**config.mk**
```make
export PLATFORM = sky130hd
export DESIGN_NAME = mviu_top
export DESIGN_NICKNAME = d
export VERILOG_FILES = /design/src/mviu_pkg.sv /design/src/mviu_top.sv
export SDC_FILE = /design/constraint.sdc
export NUM_CORES = 1
export LEC_CHECK = 0
export BUFFER_PORTS_ARGS = -buffer_cell sky130_fd_sc_hd__buf_4
export CAP_MARGIN = 25
export CORE_UTILIZATION = 38
export CTS_CLUSTER_DIAMETER = 50
export CTS_CLUSTER_SIZE = 25
export DETAILED_ROUTE_END_ITERATION = 12
export MAX_ROUTING_LAYER = met4
export PLACE_DENSITY_LB_ADDON = 0.1
export SYNTH_ARGS = -nofsm -noshare
export SYNTH_HDL_FRONTEND = slang
export SYNTH_SLANG_ARGS = --single-unit
```
**constraint.sdc**
```tcl
create_clock -name mclk -period 3.6 [get_ports mclk]
set_clock_uncertainty 0.15 [all_clocks]
set_input_delay 0.72 -clock mclk [delete_from_list [all_inputs] [get_ports mclk]]
set_output_delay 0.72 -clock mclk [all_outputs]
set_load 0.05 [all_outputs]
```
**src/mviu_pkg.sv**
```systemverilog
package mviu_pkg;

    // Source index order is also priority order, index 0 highest
    localparam int NSRC = 12;
    localparam int SRC_EXT = 0;
    localparam int SRC_TOUCH = 1;
    localparam int SRC_TB0 = 2;
    localparam int SRC_CTM_P = 3;
    localparam int SRC_CTM_A = 4;
    localparam int SRC_PTM_P = 5;
    localparam int SRC_PTM_A = 6;
    localparam int SRC_TB1 = 7;
    localparam int SRC_TWO_WIRE = 8;
    localparam int SRC_EEPROM = 9;
    localparam int SRC_SERIAL = 10;
    localparam int SRC_LOW_VOLT = 11;

    localparam logic [7:0] VEC_BASE = 8'h04;
    localparam logic [7:0] VEC_STEP = 8'h04;

    localparam int PC_W = 13;
    localparam int ADDR_W = 8;

    // Register byte offsets
    localparam logic [7:0] OFS_CTRL_ZERO = 8'h00;
    localparam logic [7:0] OFS_CTRL_ONE = 8'h04;
    localparam logic [7:0] OFS_CTRL_SECOND = 8'h08;
    localparam logic [7:0] OFS_CTRL_THIRD = 8'h0c;
    localparam logic [7:0] OFS_EDGE_SEL = 8'h10;
    localparam logic [7:0] OFS_STATUS = 8'h14;

    // Field positions
    localparam int CZ_MASTER_EN = 0;
    localparam int CZ_EN_LO = 1;
    localparam int CZ_FLAG_LO = 4;
    localparam int GRP_EN_LO = 0;
    localparam int GRP_FLAG_LO = 4;
    localparam int CT_EN = 0;
    localparam int CT_FLAG = 4;
    localparam int EDGE_LO = 0;

    localparam logic [7:0] REG_RESET = 8'h00;
    localparam logic [1:0] EDGE_RESET = 2'b00;

    localparam logic [1:0] EDGE_OFF = 2'b00;
    localparam logic [1:0] EDGE_RISE = 2'b01;
    localparam logic [1:0] EDGE_FALL = 2'b10;
    localparam logic [1:0] EDGE_BOTH = 2'b11;

    localparam logic [1:0] RESP_OKAY = 2'b00;
    localparam logic [1:0] RESP_SLVERR = 2'b10;

endpackage : mviu_pkg

```
**src/mviu_top.sv**
```systemverilog
`timescale 1ns/100ps
// Overview of operation
// - Second register: four flags high, four enables low
// - Third register bit 4 is low-voltage flag
// - Third register bit 0 is low-voltage enable
// - Third register unused bits read zero
// - Source event sets its flag regardless of enable
// - Flag vectors only when its enable is set
// - Master enable clear blocks every interrupt
// - Taking pushes next PC, loads vector
// - Return instruction pops saved PC and resumes
// - Every source owns a distinct vector
// - Entry clears master enable automatically
// - Blocked requests still set and hold flags
// - Full stack blocks acknowledgement until pop
// - Fixed priority, external pin highest, low-voltage lowest
// - Newly set flag wakes from sleep or idle
// - Entry clears the serviced source's flag
// - External pin 04h, touch 08h
// - Time base zero vectors to 0ch
// - Compact timer 10h/14h, periodic A 1ch
// - Time base one 20h, two-wire 24h, eeprom 28h
// - Low-voltage vectors to 30h, lowest priority
// - Edge select: off, rise, fall, both
// - EEPROM flag set when write cycle completes
module mviu_top
    import mviu_pkg::*;
(
    input wire logic mclk,
    input wire logic rst,
    // AXI4-Lite slave
    input wire logic [mviu_pkg::ADDR_W-1:0] s_axi_awaddr,
    input wire logic s_axi_awvalid,
    output logic s_axi_awready,
    input wire logic [31:0] s_axi_wdata,
    input wire logic [3:0] s_axi_wstrb,
    input wire logic s_axi_wvalid,
    output logic s_axi_wready,
    output logic [1:0] s_axi_bresp,
    output logic s_axi_bvalid,
    input wire logic s_axi_bready,
    input wire logic [mviu_pkg::ADDR_W-1:0] s_axi_araddr,
    input wire logic s_axi_arvalid,
    output logic s_axi_arready,
    output logic [31:0] s_axi_rdata,
    output logic [1:0] s_axi_rresp,
    output logic s_axi_rvalid,
    input wire logic s_axi_rready,
    // External pin level, then peripheral events as one-cycle pulses
    input wire logic ext_pin,
    input wire logic ev_touch,
    input wire logic ev_tb0,
    input wire logic ev_ctm_p,
    input wire logic ev_ctm_a,
    input wire logic ev_ptm_p,
    input wire logic ev_ptm_a,
    input wire logic ev_tb1,
    input wire logic ev_two_wire,
    input wire logic ev_eeprom_done,
    input wire logic ev_serial,
    input wire logic ev_low_volt,
    // CPU sequencer
    input wire logic instr_boundary,
    input wire logic [mviu_pkg::PC_W-1:0] next_pc,
    input wire logic stack_full,
    input wire logic return_from_irq_instr,
    output logic irq_take,
    output logic [7:0] irq_vector,
    output logic stack_push,
    output logic [mviu_pkg::PC_W-1:0] stack_push_pc,
    output logic stack_pop,
    output logic wake
);
    import mviu_pkg::*;

    // Lowest set index wins, which is the fixed priority order
    function automatic logic [3:0] prio_idx(input logic [NSRC-1:0] req);
        logic [3:0] idx;
        idx = 4'h0;
        for (int i = NSRC - 1; i >= 0; i--) begin
            if (req[i]) begin
                idx = 4'(i);
            end
        end
        return idx;
    endfunction : prio_idx

    // One vector step per priority rank keeps every vector distinct
    function automatic logic [7:0] vec_of(input logic [3:0] idx);
        return 8'(VEC_BASE + VEC_STEP * {4'h0, idx});
    endfunction : vec_of

    logic [NSRC-1:0] flag_q;
    logic [NSRC-1:0] en_q;
    logic master_en_q;
    logic [1:0] edge_sel_q;
    logic ext_prev_q;

    logic awready_q;
    logic wready_q;
    logic bvalid_q;
    logic arready_q;
    logic rvalid_q;
    logic [1:0] bresp_q;
    logic [1:0] rresp_q;
    logic [31:0] rdata_q;
    logic aw_held_q;
    logic w_held_q;
    logic [ADDR_W-1:0] awaddr_q;
    logic [7:0] wdata_q;
    logic wlane_q;

    logic irq_take_q;
    logic stack_push_q;
    logic stack_pop_q;
    logic wake_q;
    logic [7:0] irq_vector_q;
    logic [PC_W-1:0] push_pc_q;

    logic [NSRC-1:0] event_vec;
    logic [NSRC-1:0] pending;
    logic take;
    logic [3:0] take_idx;
    logic [NSRC-1:0] take_clr;
    logic wr_fire;
    logic ext_edge;
    logic [NSRC-1:0] sw_mask;
    logic [NSRC-1:0] sw_flag;
    logic [NSRC-1:0] sw_en;
    logic sw_master;
    logic sw_master_val;
    logic sw_edge;

    // Pin is taken as synchronous to mclk; no synchroniser is fitted
    always_comb begin
        ext_edge = 1'b0;
        case (edge_sel_q)
            EDGE_OFF: ext_edge = 1'b0;
            EDGE_RISE: ext_edge = ext_pin & ~ext_prev_q;
            EDGE_FALL: ext_edge = ~ext_pin & ext_prev_q;
            EDGE_BOTH: ext_edge = ext_pin ^ ext_prev_q;
            default: ext_edge = 1'b0;
        endcase
    end

    assign event_vec = {ev_low_volt, ev_serial, ev_eeprom_done, ev_two_wire, ev_tb1,
                        ev_ptm_a, ev_ptm_p, ev_ctm_a, ev_ctm_p, ev_tb0, ev_touch,
                        ext_edge};

    // Interrupt selection
    assign pending = flag_q & en_q;
    assign take = instr_boundary & master_en_q
                  & ~stack_full & (|pending);
    assign take_idx = prio_idx(pending);
    assign take_clr = take ? (NSRC'(1) << take_idx) : '0;

    // Software write decode
    // Applied once, when both halves are held and before the response
    assign wr_fire = aw_held_q & w_held_q & ~bvalid_q;

    always_comb begin
        sw_mask = '0;
        sw_flag = '0;
        sw_en = '0;
        sw_master = 1'b0;
        sw_master_val = 1'b0;
        sw_edge = 1'b0;
        if (wr_fire && wlane_q) begin
            case (awaddr_q)
                OFS_CTRL_ZERO: begin
                    sw_mask[2:0] = 3'b111;
                    sw_flag[2:0] = wdata_q[CZ_FLAG_LO +: 3];
                    sw_en[2:0] = wdata_q[CZ_EN_LO +: 3];
                    sw_master = 1'b1;
                    sw_master_val = wdata_q[CZ_MASTER_EN];
                end
                OFS_CTRL_ONE: begin
                    sw_mask[6:3] = 4'hf;
                    sw_flag[6:3] = wdata_q[GRP_FLAG_LO +: 4];
                    sw_en[6:3] = wdata_q[GRP_EN_LO +: 4];
                end
                OFS_CTRL_SECOND: begin
                    sw_mask[10:7] = 4'hf;
                    sw_flag[10:7] = wdata_q[GRP_FLAG_LO +: 4];
                    sw_en[10:7] = wdata_q[GRP_EN_LO +: 4];
                end
                OFS_CTRL_THIRD: begin
                    sw_mask[SRC_LOW_VOLT] = 1'b1;
                    sw_flag[SRC_LOW_VOLT] = wdata_q[CT_FLAG];
                    sw_en[SRC_LOW_VOLT] = wdata_q[CT_EN];
                end
                OFS_EDGE_SEL: sw_edge = 1'b1;
                default: sw_mask = '0;
            endcase
        end
    end

    // Flags: hardware set beats both software clear and entry clear
    always_ff @(posedge mclk) begin
        if (rst) begin
            flag_q <= '0;
        end else begin
            flag_q <= (((flag_q & ~sw_mask) | (sw_flag & sw_mask)) & ~take_clr)
                      | event_vec;
        end
    end

    // Enables change only by software, never by entry
    always_ff @(posedge mclk) begin
        if (rst) begin
            en_q <= '0;
        end else begin
            en_q <= (en_q & ~sw_mask) | (sw_en & sw_mask);
        end
    end

    // Entry clear wins over a same-cycle software set
    always_ff @(posedge mclk) begin
        if (rst) begin
            master_en_q <= 1'b0;
        end else if (take) begin
            master_en_q <= 1'b0;
        end else if (sw_master) begin
            master_en_q <= sw_master_val;
        end
    end

    // Pin level is tracked always, so a new edge select sees no stale level
    // Reset level matches the idle pin, so no false edge follows reset
    always_ff @(posedge mclk) begin
        if (rst) begin
            edge_sel_q <= EDGE_RESET;
            ext_prev_q <= 1'b0;
        end else begin
            ext_prev_q <= ext_pin;
            if (sw_edge) begin
                edge_sel_q <= wdata_q[EDGE_LO +: 2];
            end
        end
    end

    // CPU side
    // next_pc is sampled in the take cycle, so the return resumes after it
    always_ff @(posedge mclk) begin
        if (rst) begin
            irq_take_q <= 1'b0;
            stack_push_q <= 1'b0;
            irq_vector_q <= '0;
            push_pc_q <= '0;
        end else begin
            irq_take_q <= take;
            stack_push_q <= take;
            if (take) begin
                irq_vector_q <= vec_of(take_idx);
                push_pc_q <= next_pc;
            end
        end
    end

    // Stack depth belongs to the core; this block only signals the pop
    always_ff @(posedge mclk) begin
        if (rst) begin
            stack_pop_q <= 1'b0;
        end else begin
            stack_pop_q <= return_from_irq_instr;
        end
    end

    // Only a flag going from clear to set wakes; pre-set flags do not
    always_ff @(posedge mclk) begin
        if (rst) begin
            wake_q <= 1'b0;
        end else begin
            wake_q <= |(event_vec & ~flag_q);
        end
    end

    // AXI4-Lite write channel
    // Address and data may come in either order; each is held until the response
    always_ff @(posedge mclk) begin
        if (rst) begin
            aw_held_q <= 1'b0;
            awready_q <= 1'b1;
            awaddr_q <= '0;
        end else if (s_axi_awvalid && awready_q) begin
            aw_held_q <= 1'b1;
            awready_q <= 1'b0;
            awaddr_q <= s_axi_awaddr;
        end else if (bvalid_q && s_axi_bready) begin
            aw_held_q <= 1'b0;
            awready_q <= 1'b1;
        end
    end

    always_ff @(posedge mclk) begin
        if (rst) begin
            w_held_q <= 1'b0;
            wready_q <= 1'b1;
            wdata_q <= '0;
            wlane_q <= 1'b0;
        end else if (s_axi_wvalid && wready_q) begin
            w_held_q <= 1'b1;
            wready_q <= 1'b0;
            wdata_q <= s_axi_wdata[7:0];
            wlane_q <= s_axi_wstrb[0];
        end else if (bvalid_q && s_axi_bready) begin
            w_held_q <= 1'b0;
            wready_q <= 1'b1;
        end
    end

    // Shared by the write and the read response
    function automatic logic mapped(input logic [ADDR_W-1:0] a);
        return (a == OFS_CTRL_ZERO) || (a == OFS_CTRL_ONE) || (a == OFS_CTRL_SECOND)
            || (a == OFS_CTRL_THIRD) || (a == OFS_EDGE_SEL) || (a == OFS_STATUS);
    endfunction : mapped

    // Status is read-only: a write to it is refused and changes nothing
    always_ff @(posedge mclk) begin
        if (rst) begin
            bvalid_q <= 1'b0;
            bresp_q <= RESP_OKAY;
        end else if (wr_fire) begin
            bvalid_q <= 1'b1;
            bresp_q <= (mapped(awaddr_q) && awaddr_q != OFS_STATUS) ? RESP_OKAY : RESP_SLVERR;
        end else if (bvalid_q && s_axi_bready) begin
            bvalid_q <= 1'b0;
        end
    end

    // AXI4-Lite read channel
    // Data is captured at the address handshake and held until taken
    always_ff @(posedge mclk) begin
        if (rst) begin
            arready_q <= 1'b1;
            rvalid_q <= 1'b0;
            rdata_q <= '0;
            rresp_q <= RESP_OKAY;
        end else if (s_axi_arvalid && arready_q) begin
            arready_q <= 1'b0;
            rvalid_q <= 1'b1;
            rresp_q <= mapped(s_axi_araddr) ? RESP_OKAY : RESP_SLVERR;
            case (s_axi_araddr)
                OFS_CTRL_ZERO: rdata_q <= {24'h0, 1'b0, flag_q[2:0], en_q[2:0], master_en_q};
                OFS_CTRL_ONE: rdata_q <= {24'h0, flag_q[6:3], en_q[6:3]};
                OFS_CTRL_SECOND: rdata_q <= {24'h0, flag_q[10:7], en_q[10:7]};
                OFS_CTRL_THIRD: rdata_q <= {24'h0, 3'b000, flag_q[SRC_LOW_VOLT], 3'b000,
                                            en_q[SRC_LOW_VOLT]};
                OFS_EDGE_SEL: rdata_q <= {30'h0, edge_sel_q};
                OFS_STATUS: rdata_q <= {23'h0, stack_full, irq_vector_q};
                default: rdata_q <= 32'h0;
            endcase
        end else if (rvalid_q && s_axi_rready) begin
            arready_q <= 1'b1;
            rvalid_q <= 1'b0;
        end
    end

    // Every output comes straight from a flip-flop
    assign s_axi_awready = awready_q;
    assign s_axi_wready = wready_q;
    assign s_axi_bvalid = bvalid_q;
    assign s_axi_bresp = bresp_q;
    assign s_axi_arready = arready_q;
    assign s_axi_rvalid = rvalid_q;
    assign s_axi_rdata = rdata_q;
    assign s_axi_rresp = rresp_q;
    assign irq_take = irq_take_q;
    assign irq_vector = irq_vector_q;
    assign stack_push = stack_push_q;
    assign stack_push_pc = push_pc_q;
    assign stack_pop = stack_pop_q;
    assign wake = wake_q;

endmodule : mviu_top

```
==> results.py <==
metrics = {
    "worst_hold_path": {
        "hold_class": "reg2reg",
        "min_from": "awaddr_q[5]$_SDFFE_PP0P_",
    },
    "worst_setup_path": {
        "critPathTopFamily": "compound AO/OA/AOI/OAI gates",
        "endpoint_kind": "flip-flop",
        "slowest_delay_ps": 530,
        "worstPathArrival_ps": 2700,
        "path_max_fanout": 7,
        "critPathLaunchType": "flip-flop",
        "r2r-start": "flag_q[8]$_SDFF_PP0_",
        "critPathRequiredTime_ps": 3730,
        "critPathLaunch": "flag_q[8]$_SDFF_PP0_",
        "path_cells": "a22o_1 -> o221ai_1 -> o211ai_1 -> inv_1 -> ha_1 -> a221o_1 -> a21oi_2",
        "slowest_stage": "o211ai_1",
        "crit_type": "reg2reg",
        "path_buf_inv": 1,
    },
    "cts": {
        "hold_buffers": 0,
        "clk_latency_ps": 350,
        "postCtsSetupBuffers": 0,
        "clockBufferDepth": 2,
        "cts_root_buffer": "clkbuf_8",
        "clock-sinks": 84,
        "cts_made_buffers": 9,
        "clk_pin_slew_ps": 90,
        "cts_resized": 0,
        "h-tree-depth": 3,
        "cts_tree": "done",
    },
    "floorplan": {
        "initial_utilization": 0.3931,
        "dieArea_um2": 11150,
        "die_w_um": 105.6,
        "die-height_um": 105.6,
        "rows": 37,
        "coreArea_um2": 10370,
        "io_pins": 153,
    },
    "timing": {
        "hold_violations": 0,
        "tightest_slew_ps": 825.2,
        "maxClockFrequency_mhz": 389.9,
        "holdWs_ps": 315.0,
        "fin_ws_ps": 1035,
        "slew_violations": 0,
        "rsz0062_at_grt": "false",
        "setup-violations-final": 0,
        "period_share": 0.7124,
        "relSlewSlack": 0.4448,
        "setup_tns_ps": 0,
        "fin_crit_ps": 2565,
    },
    "global_routing": {
        "gr-total-overflow": 0,
        "track_usage": 0.2017,
        "antenna_found_initial": 0,
        "grt_pass1_wl_mm": 17.07,
        "grt_max_degree": 62,
        "first_global_vias": 3320,
    },
    "placement": {
        "place.gp.congestion": 0.8779,
        "place_area_um2": 4795,
        "pre_cts_ws_ps": 826.9,
        "portBuffers": 97,
        "place_hpwl_mm": 8.038,
    },
    "logic_synthesis": {
        "synth_cells": 463,
        "synth_area_leaders": "dfxtp_1, mux2i_1, a22o_1",
        "ys_top_cells_by_count": "dfxtp_1, nand2_1, a21oi_1",
        "synth_top_area_frac": 0.4125,
        "async_reset_ff_frac": 0,
        "yosysWarnings": 0,
        "synth_seq_cells": 84,
        "synth_top_flop_cell": "dfxtp_1",
        "synth_edf_count": 0,
        "yosysMostFrequentCell": "dfxtp_1",
        "post_synth.cell_area_avg_um2": 8.804,
        "netlist-cell-type-count": 54,
        "syn_area_um2": 4076,
        "yosysSeqAreaShare": 0.4125,
        "synth_largest_area_cell": "dfxtp_1",
    },
    "job": {
        "max_cap_violations": 0,
    },
    "drt": {
        "drcViolationCount": 0,
        "antenna_left": 0,
        "post_drt_via_cell_ratio": 5.118,
        "wl_mm": 10.61,
        "wl_per_cell_um": 15.29,
        "drt-pass1-iter-count": 4,
        "vias": 3552,
        "drt_iter0_drc": 217,
    },
    "pwr": {
        "p_leak_nw": 2.183,
        "total_power_w": 0.001937,
        "ir_drop_mv": 0.1831,
        "p_per_area_nw_per_um2": 388.4,
    },
    "cells_and_area": {
        "antenna_cells": 0,
        "area_growth_syn_to_layout_pct": 22.34,
        "layout-drive-gt1-share": 0.2384,
        "final_nets": 646,
        "postLayoutCellArea_um2": 4987,
    },
    "status": {
        "status": "complete, no violations",
    },
}
==> worst reg2reg max path, cell delays in order, from the launching register on <==
cell	delay, ps
dfxtp_1	490
a22o_1	200
o221ai_1	180
o211ai_1	540
inv_1	140
ha_1	300
a221o_1	360
a21oi_2	140
==> worst paths after layout <==
path,end,slack (ps),cells after the start
max,flag_q[5]$_SDFF_PP0_,1040,7
min,awaddr_q[5]$_SDFFE_PP0P_,320,2
max reg2reg,flag_q[5]$_SDFF_PP0_,1040,7
min reg2reg,awaddr_q[5]$_SDFFE_PP0P_,320,2
==> cell type report <==
class                           count  area (um2)
Timing Repair Buffer               99       747.0
Tap cell                          136       170.2
Inverter                           20       75.07
Clock inverter                      6       65.06
Clock buffer                       10       127.6
Sequential cell                    84        1682
Multi-Input combinational cell    339        2121
Fill cell                        1037        5383
==> per-layer routing <==
layer,wire length (um),vias to the layer above,share of wire,global-route usage
met5,0,-,0,-
li1,-,1786,-,-
met2,4996,112,0.47,0.3261
met1,4907,1645,0.46,0.2600
met4,106,0,0.010,0.05456
met3,599,9,0.056,0.03587
==> stage by stage <==
step,util,instances
2_1_floorplan,-,490
3_3_place_gp,0.4613,677
3_5_place_dp,0.4624,678
4_1_cts,0.4809,694
5_1_grt,0.4809,694
6_report,0.4809,694
==> cells in the final DEF (no fill, tap or decap), drive strengths merged, types with 4 or more instances in the layout <==
| master | netlist | layout |
|---|---|---|
| buf | 35 | 99 |
| dfxtp | 84 | 84 |
| nand2 | 58 | 58 |
| a21oi | 42 | 42 |
| nor2 | 36 | 36 |
| a22o | 29 | 29 |
| mux2i | 28 | 28 |
| conb | 1 | 28 |
| inv | 20 | 20 |
| clkbuf | 12 | 10 |
| a22oi | 9 | 9 |
| and2 | 8 | 8 |
| o22ai | 8 | 8 |
| o21ai | 7 | 7 |
| nor2b | 7 | 7 |
| o21ba | 7 | 7 |
| ha | 6 | 6 |
| nor3 | 6 | 6 |
| nand2b | 5 | 5 |
| nand3b | 4 | 4 |
| a31oi | 4 | 4 |
| clkinv | 0 | 4 |
==> logic make-up (layout without fill, tap and decap cells) <==
logic type | count (synthesis) | in the layout | share of synthesized area
buf+inv | 67 | 135 | 0.09208
other cells | 1 | 28 | 0.0009199
compound gates | 131 | 131 | 0.2281
simple gates | 145 | 145 | 0.1765
mux | 29 | 29 | 0.07152
flops | 84 | 84 | 0.4125
fa+ha+maj | 6 | 6 | 0.01842
==> report_power, final <==
part	leakage, nW	switching [W]	internal, W
Combinational	1.40	0.000171	0.0000976
Sequential	0.686	0.0000408	0.000959
Clock	0.0962	0.000348	0.000321
Power figures use the tool's default switching activity.
